**src/pmc_pkg.sv**
```systemverilog
// Constants and types of the power mode controller
package pmc_pkg;
   // ==========================================================
   // Register byte offsets
   localparam logic [3:0] PMC_PLL_OFS  = 4'h0;
   localparam logic [3:0] PMC_VREG_OFS = 4'h4;
   localparam logic [3:0] PMC_CMD_OFS  = 4'h8;
   localparam logic [3:0] PMC_STAT_OFS = 4'hc;
   // ==========================================================
   // Field positions and reset values
   localparam int         PMC_OFF_BIT  = 0;
   localparam int         PMC_BYP_BIT  = 1;
   localparam int         PMC_MUL_LSB  = 8;
   localparam int         PMC_MUL_W    = 6;
   localparam logic [5:0] PMC_MUL_RST  = 6'h0a;
   localparam logic [1:0] PMC_REGULATOR_FREQUENCY_FIELD_RST = 2'h3;
   localparam logic [1:0] PMC_REGULATOR_FREQUENCY_FIELD_HIB = 2'h0;
   localparam logic [7:0] PMC_EN_RST   = 8'heb;
   // ==========================================================
   // Mode commands
   localparam logic [1:0] PMC_CMD_GO    = 2'h0;
   localparam logic [1:0] PMC_CMD_SLEEP = 2'h1;
   localparam logic [1:0] PMC_CMD_DEEP  = 2'h2;
   // ==========================================================
   // Modes
   typedef enum logic [2:0] {
      PMC_FULL_ON, PMC_ACTIVE, PMC_SLEEP, PMC_DEEP, PMC_HIB, PMC_BOOT
   } pmc_mode_e;
endpackage

```
**src/pmc_power_mode_controller.sv**
```systemverilog
// Power mode controller with Avalon-MM register slave
`timescale 1ns/10ps
// Contract
// - After reset enter full-on: PLL enabled, not bypassed, clocks at full speed.
// - Active mode bypasses the PLL, enabled unless its off bit is written; clocks at input clock rate.
// - Multiplier written in active mode waits pending until full-on entered.
// - Active mode allows DMA into level-one memory.
// - Sleep stops core clock; PLL and system clock keep running.
// - Sleep wake goes full-on if bypass clear, active if set.
// - Sleep mode refuses system DMA into level-one memory.
// - CAN wake-up event ends sleep.
// - Deep sleep stops core clock and system clock.
// - Deep sleep denies async peripherals internal and external access.
// - Deep sleep exits only on reset or RTC interrupt.
// - RTC interrupt in deep sleep moves to active mode.
// - Reset during deep sleep resets and enters full-on.
// - Frequency field write of 00 enters hibernate, regulator and clocks off.
// - Hibernate places external pins in high impedance.
// - Hibernate wakes on RTC, CAN, reset or external source.
// - Every wake from hibernate except reset starts the boot sequence; reset goes straight to full-on.
module pmc_power_mode_controller
   import pmc_pkg::*;
(
   input  wire logic        clk_in,
   input  wire logic        reset_n_in,
   input  wire logic [3:0]  address_in,
   input  wire logic        read_in,
   input  wire logic        write_in,
   input  wire logic [31:0] writedata_in,
   output logic      [31:0] readdata_out,
   output logic             waitrequest_out,
   input  wire logic        wake_rtc_in,
   input  wire logic        wake_can_in,
   input  wire logic        wake_ext_in,
   output logic             core_clk_en_out,
   output logic             sys_clk_en_out,
   output logic             pll_en_out,
   output logic             pll_bypass_out,
   output logic [5:0]       pll_mult_out,
   output logic             regulator_on_out,
   output logic             pins_hiz_out,
   output logic             dma_l1_en_out,
   output logic             async_access_en_out,
   output logic             boot_start_out,
   output logic [2:0]       mode_out
);
   // ==========================================================
   // State
   typedef struct packed {
      pmc_mode_e   mode;
      logic        pll_off;
      logic        bypass;
      logic [5:0]  mult_pend;
      logic [5:0]  mult;
      logic [1:0]  regulator_frequency_field;
      logic        wait_r;
      logic [31:0] rdata;
      logic        boot;
      logic [7:0]  en;
   } pmc_state_s;

   pmc_state_s s;
   pmc_state_s next_s;
   logic       acc;
   logic       wr;
   logic       any_wake;

   // Enables: core_clock sclk pll byp vreg hiz dma async
   function automatic logic [7:0] pmc_enables(pmc_mode_e m, logic off);
      case (m)
         PMC_FULL_ON: pmc_enables = 8'heb;
         PMC_ACTIVE:  pmc_enables = {2'h3, ~off, 5'h1b};
         PMC_SLEEP:   pmc_enables = 8'h69;
         PMC_DEEP:    pmc_enables = 8'h08;
         PMC_HIB:     pmc_enables = 8'h04;
         default:     pmc_enables = 8'h08;
      endcase
   endfunction

   // Core clock running: only then do software writes take effect
   function automatic logic pmc_core_runs(pmc_mode_e m);
      pmc_core_runs = (m == PMC_FULL_ON) || (m == PMC_ACTIVE);
   endfunction

   // ==========================================================
   // Next state
   assign acc = (read_in | write_in) & ~s.wait_r;
   assign wr  = acc & write_in;
   assign any_wake = wake_rtc_in | wake_can_in | wake_ext_in;

   always_comb begin
      next_s = s;
      next_s.boot = 1'b0;
      // Answer one cycle after the request is seen
      next_s.wait_r = ~((read_in | write_in) & s.wait_r);
      if ((read_in | write_in) & s.wait_r) begin
         case (address_in)
            PMC_PLL_OFS: next_s.rdata = {18'h0, s.mult_pend, 6'h0, s.bypass, s.pll_off};
            PMC_VREG_OFS: next_s.rdata = {30'h0, s.regulator_frequency_field};
            PMC_STAT_OFS: next_s.rdata = {18'h0, s.mult, 5'h0, s.mode};
            default: next_s.rdata = 32'h0;
         endcase
      end
      // Software acts only while the core runs
      if (wr && pmc_core_runs(s.mode)) begin
         case (address_in)
            PMC_PLL_OFS: begin
               next_s.pll_off   = writedata_in[PMC_OFF_BIT] & (s.mode == PMC_ACTIVE);
               next_s.bypass    = writedata_in[PMC_BYP_BIT];
               next_s.mult_pend = writedata_in[PMC_MUL_LSB +: PMC_MUL_W];
            end
            PMC_VREG_OFS: begin
               next_s.regulator_frequency_field = writedata_in[1:0];
               if (writedata_in[1:0] == PMC_REGULATOR_FREQUENCY_FIELD_HIB) begin
                  next_s.mode = PMC_HIB;
               end
            end
            PMC_CMD_OFS: begin
               // A disabled PLL blocks full-on and sleep requests
               if (writedata_in[1:0] == PMC_CMD_GO && !s.pll_off) begin
                  next_s.mode = s.bypass ? PMC_ACTIVE : PMC_FULL_ON;
               end else if (writedata_in[1:0] == PMC_CMD_SLEEP && !s.pll_off) begin
                  next_s.mode = PMC_SLEEP;
               end else if (writedata_in[1:0] == PMC_CMD_DEEP) begin
                  next_s.mode = PMC_DEEP;
               end
            end
            default: ;
         endcase
      end
      // Wake sources
      case (s.mode)
         PMC_SLEEP: begin
            if (any_wake) begin
               next_s.mode = s.bypass ? PMC_ACTIVE : PMC_FULL_ON;
            end
         end
         PMC_DEEP: begin
            if (wake_rtc_in) begin
               next_s.mode = PMC_ACTIVE;
            end
         end
         PMC_HIB: begin
            if (any_wake) begin
               next_s.mode = PMC_BOOT;
               next_s.boot = 1'b1;
               next_s.regulator_frequency_field = PMC_REGULATOR_FREQUENCY_FIELD_RST;
            end
         end
         PMC_BOOT: begin
            next_s.mode    = PMC_FULL_ON;
            next_s.pll_off = 1'b0;
            next_s.bypass  = 1'b0;
         end
         default: ;
      endcase
      // Pending multiplier lands whenever the next mode is full-on
      if (next_s.mode == PMC_FULL_ON) begin
         next_s.mult = next_s.mult_pend;
      end
      next_s.en = pmc_enables(next_s.mode, next_s.pll_off);
   end

   // ==========================================================
   // Registers; reset from any mode lands in full-on
   always_ff @(posedge clk_in or negedge reset_n_in) begin
      if (!reset_n_in) begin
         s           <= '0;
         s.mode      <= PMC_FULL_ON;
         s.mult_pend <= PMC_MUL_RST;
         s.mult      <= PMC_MUL_RST;
         s.regulator_frequency_field      <= PMC_REGULATOR_FREQUENCY_FIELD_RST;
         s.wait_r    <= 1'b1;
         s.en        <= PMC_EN_RST;
      end else begin
         s <= next_s;
      end
   end

   assign readdata_out        = s.rdata;
   assign waitrequest_out     = s.wait_r;
   assign core_clk_en_out     = s.en[7];
   assign sys_clk_en_out      = s.en[6];
   assign pll_en_out          = s.en[5];
   assign pll_bypass_out      = s.en[4];
   assign regulator_on_out    = s.en[3];
   assign pins_hiz_out        = s.en[2];
   assign dma_l1_en_out       = s.en[1];
   assign async_access_en_out = s.en[0];
   assign pll_mult_out        = s.mult;
   assign boot_start_out      = s.boot;
   assign mode_out            = s.mode;
endmodule

```
**config.mk**
```make
export PLATFORM = sky130hd
export DESIGN_NAME = pmc_power_mode_controller
export DESIGN_NICKNAME = d
export VERILOG_FILES = /design/src/pmc_pkg.sv /design/src/pmc_power_mode_controller.sv
export SDC_FILE = /design/constraint.sdc
export NUM_CORES = 1
export LEC_CHECK = 0
export BUFFER_PORTS_ARGS = -buffer_cell sky130_fd_sc_hd__clkbuf_2
export CORE_ASPECT_RATIO = 1.2
export CORE_MARGIN = 4
export CORE_UTILIZATION = 50
export DETAILED_ROUTE_END_ITERATION = 10
export GPL_ROUTABILITY_DRIVEN = 0
export GPL_TIMING_DRIVEN = 0
export PLACE_DENSITY = 0.94
export SYNTH_ARGS = -nofsm -noshare
export SYNTH_HDL_FRONTEND = slang
export SYNTH_SLANG_ARGS = --single-unit
```
**constraint.sdc**
```tcl
create_clock -name clk_in -period 7.1 [get_ports clk_in]
set_clock_uncertainty 0.15 [all_clocks]
set_input_delay 0.355 -clock clk_in [delete_from_list [all_inputs] [get_ports clk_in]]
set_output_delay 0.355 -clock clk_in [all_outputs]
set_load 0.005 [all_outputs]
```
==> flow_metrics.py <==
metrics = {
    "detailed_routing": {
        "wl_per_cell_um": 13.21,
        "drt_iter0_drc": 49,
        "firstDrtPassIters": 4,
        "final_antenna_net_count": 0,
        "vias": 1576,
        "routed_via_density": 4.820,
        "drc_errors": 0,
        "drt_wl_total_mm": 4.321,
    },
    "clock_network": {
        "clkLatencyLatePin_ns": 0.29,
        "path_clk_slew_ns": 0.07,
        "cts_hold_buf": 0,
        "clk_path_buf_depth": 2,
        "clock-sinks": 36,
        "cts_made_buffers": 5,
        "cts_resized": 0,
        "cts-root-buf": "clkbuf_8",
        "tritoncts": "built",
        "cts_setup_buffers": 0,
        "htreeDepth": 2,
    },
    "power_and_ir_drop": {
        "leakagePower_nw": 1.252,
        "power.density_nw_per_um2": 241.3,
        "vdd_drop_max_mv": 0.1549,
    },
    "synthesis": {
        "yosys_warnings": 0,
        "mappedNetlistArea_um2": 2047,
        "synthTopCellsByCount": "buf_4, dfrtp_1, nand2_1",
        "syn_area_per_cell_um2": 10.34,
        "synth_area_leaders": "dfrtp_1, buf_4, dfstp_2",
        "synth_area_leader_cell": "dfrtp_1",
        "ys.flop_type": "dfrtp_1",
        "yosysSeqAreaShare_pct": 44.68,
        "async_reset_ff_share_pct": 100.0,
        "netlist_instances": 198,
        "ys_types": 40,
        "synth_seq_cells": 36,
        "yosysMostFrequentCell": "buf_4",
        "synth_edf_count": 0,
        "yosysTopAreaCellShare_pct": 30.56,
    },
    "floorplan": {
        "fp-row-count": 25,
        "core_area_um2": 3941,
        "dieHeight_um": 78.09,
        "start_util_pct": 51.94,
        "die_w_um": 66.41,
        "die-area_um2": 5186,
        "boundaryPins": 94,
    },
    "global_routing": {
        "track_usage_pct": 18.17,
        "antenna_found_initial": 0,
        "grt_start_max_net_pins": 37,
        "grt_pass1_vias": 1594,
        "grt-ovfl-total": 0,
        "grt_use_met3_pct": 4.864,
        "grt_pass1_wl_mm": 7.093,
        "grt.met1_usage_pct": 20.54,
        "top_usage_layer": "met2",
        "use_met2_pct": 31.08,
    },
    "sta": {
        "fin_tns_setup_ns": 0,
        "post-route-min-period_ns": 2.657,
        "slew_viol_final": 0,
        "relSlewSlack_pct": 43.76,
        "hold_viol": 0,
        "fin_crit_sh_pct": 37.43,
        "hold-worst-slack_ns": 0.007213,
        "worst_pin_slew_ns": 0.8436,
        "final-setup-viol-count": 0,
        "max_freq_ghz": 0.3763,
        "grt_setup_unrepaired": "no",
    },
    "placement": {
        "io_buffers": 45,
        "hpwl_mm": 3.276,
    },
    "setup_path": {
        "slowest_delay_ns": 0.61,
        "cp.arrival_ns": 2.72,
        "path_cells": "nor4b_4 -> nand2_2 -> nor3_2 -> mux2_2 -> mux2_1",
        "required_ns": 7.17,
        "crit_path_start_kind": "register",
        "critPathKind": "reg -> reg",
        "crit_slowest_cell": "nor3_2",
        "critPathMaxFanout": 9,
        "crit_path_end_kind": "register",
    },
    "run": {
        "maxCapViolations": 0,
    },
    "final_layout": {
        "drive_gt1_share_pct": 46.15,
        "area_growth_pct": 22.92,
        "nets": 315,
        "n_fill_cell": 346,
        "seqCellArea_um2": 914.6,
        "multiInputGateArea_um2": 829.5,
        "diodes": 0,
    },
    "outcome": {
        "status": "finished clean",
    },
    "hold_path": {
        "hold_class": "in -> async",
    },
}
metrics by stage:
step                setup WS [ns]  power (W)  util [%]  std cells  instance area, um2
floorplan                   4.761  0.0003957         -        220                2130
global placement            4.477  0.0004480     61.46        319                2422
detailed placement          4.443  0.0004568     61.46        319                2422
CTS                         4.417  0.0006095     63.84        327                2516
global route                4.275  0.0006435     63.84        327                2516
finish                      4.443  0.0006072     63.84        327                2516
placed cells by master, fill, tap and decap left out, types with 2 or more instances in the layout:
cell type and count:
nand2b_1 2, nand3_1 6, or4_1 2, a2111oi_4 2, inv_1 6, dfstp_2 11
a21oi_1 5, nor3b_1 2, mux2_2 9, mux2i_1 3, buf_4 44, o21ai_0 14
nand4_1 2, buf_2 2, and2_1 2, mux2_1 3, dfrtp_1 25, conb_1 23
nor2b_1 5, clkbuf_2 45, clkbuf_1 4, nor2_1 7, clkbuf_8 6, nor3_1 3
nand2_1 16, a22oi_1 7
state kept, by name, indices dropped and copies added, names as in the netlist, 3 cells and up:
register,count
pll_mult_out,6
mode_out,3
s,10
readdata_out,9
report_power, final:
group,switching (W),internal [W],total (W)
Combinational,0.0000775,0.0000911,0.000169
Sequential,0.0000299,0.000256,0.000286
Clock,0.0000741,0.0000788,0.000153
Total,0.000182,0.000426,0.000607
metal layers:
layer	up-vias	routed length [um]
met1	728	1687
met5	-	0
met4	0	125
met3	15	308
li1	764	-
met2	69	2199
layout make-up:
cell class                 instances  area share [%]
sequential                        36           36.35
multi-input combinational        128           32.97
buffer                            50           14.42
timing repair buffer              45           8.951
clock buffer                       7           3.431
tap                               54           2.685
inverter                           6          0.8951
clock inverter                     1          0.2984
logic make-up after synthesis:
kind of cell | after synthesis | share of synthesized area, %
AO/OA/AOI/OAI | 37 | 14.00
buffers and inverters | 56 | 18.83
flip-flops | 36 | 44.68
multiplexers | 15 | 8.069
other | 1 | 0.1832
AND/OR/NAND/NOR | 53 | 14.24
path summary, 6_finish.rpt:
check | startpoint | cells after the start | to | slack [ns]
setup / recovery | mode_out[1] | 5 | pll_mult_out[3] | 4.44
hold / removal | reset_n_in | 1 | s[52] | 0.007
setup reg to reg | mode_out[1] | 5 | pll_mult_out[3] | 4.44
hold reg to reg | readdata_out[10] | 2 | readdata_out[10] | 0.33
max in group asynchronous | reset_n_in | 1 | pins_hiz_out | 6.26
min in group clk_in | writedata_in[10] | 2 | s[52] | 0.16
worst max-delay path, delay by kind of cell, from the launching register on:
kind / cells / cell delay [ns]
flops: 1 / 0.49
simple gates: 3 / 1.21
mux: 2 / 0.74
Note: power is estimated with default switching activity, not from simulation.
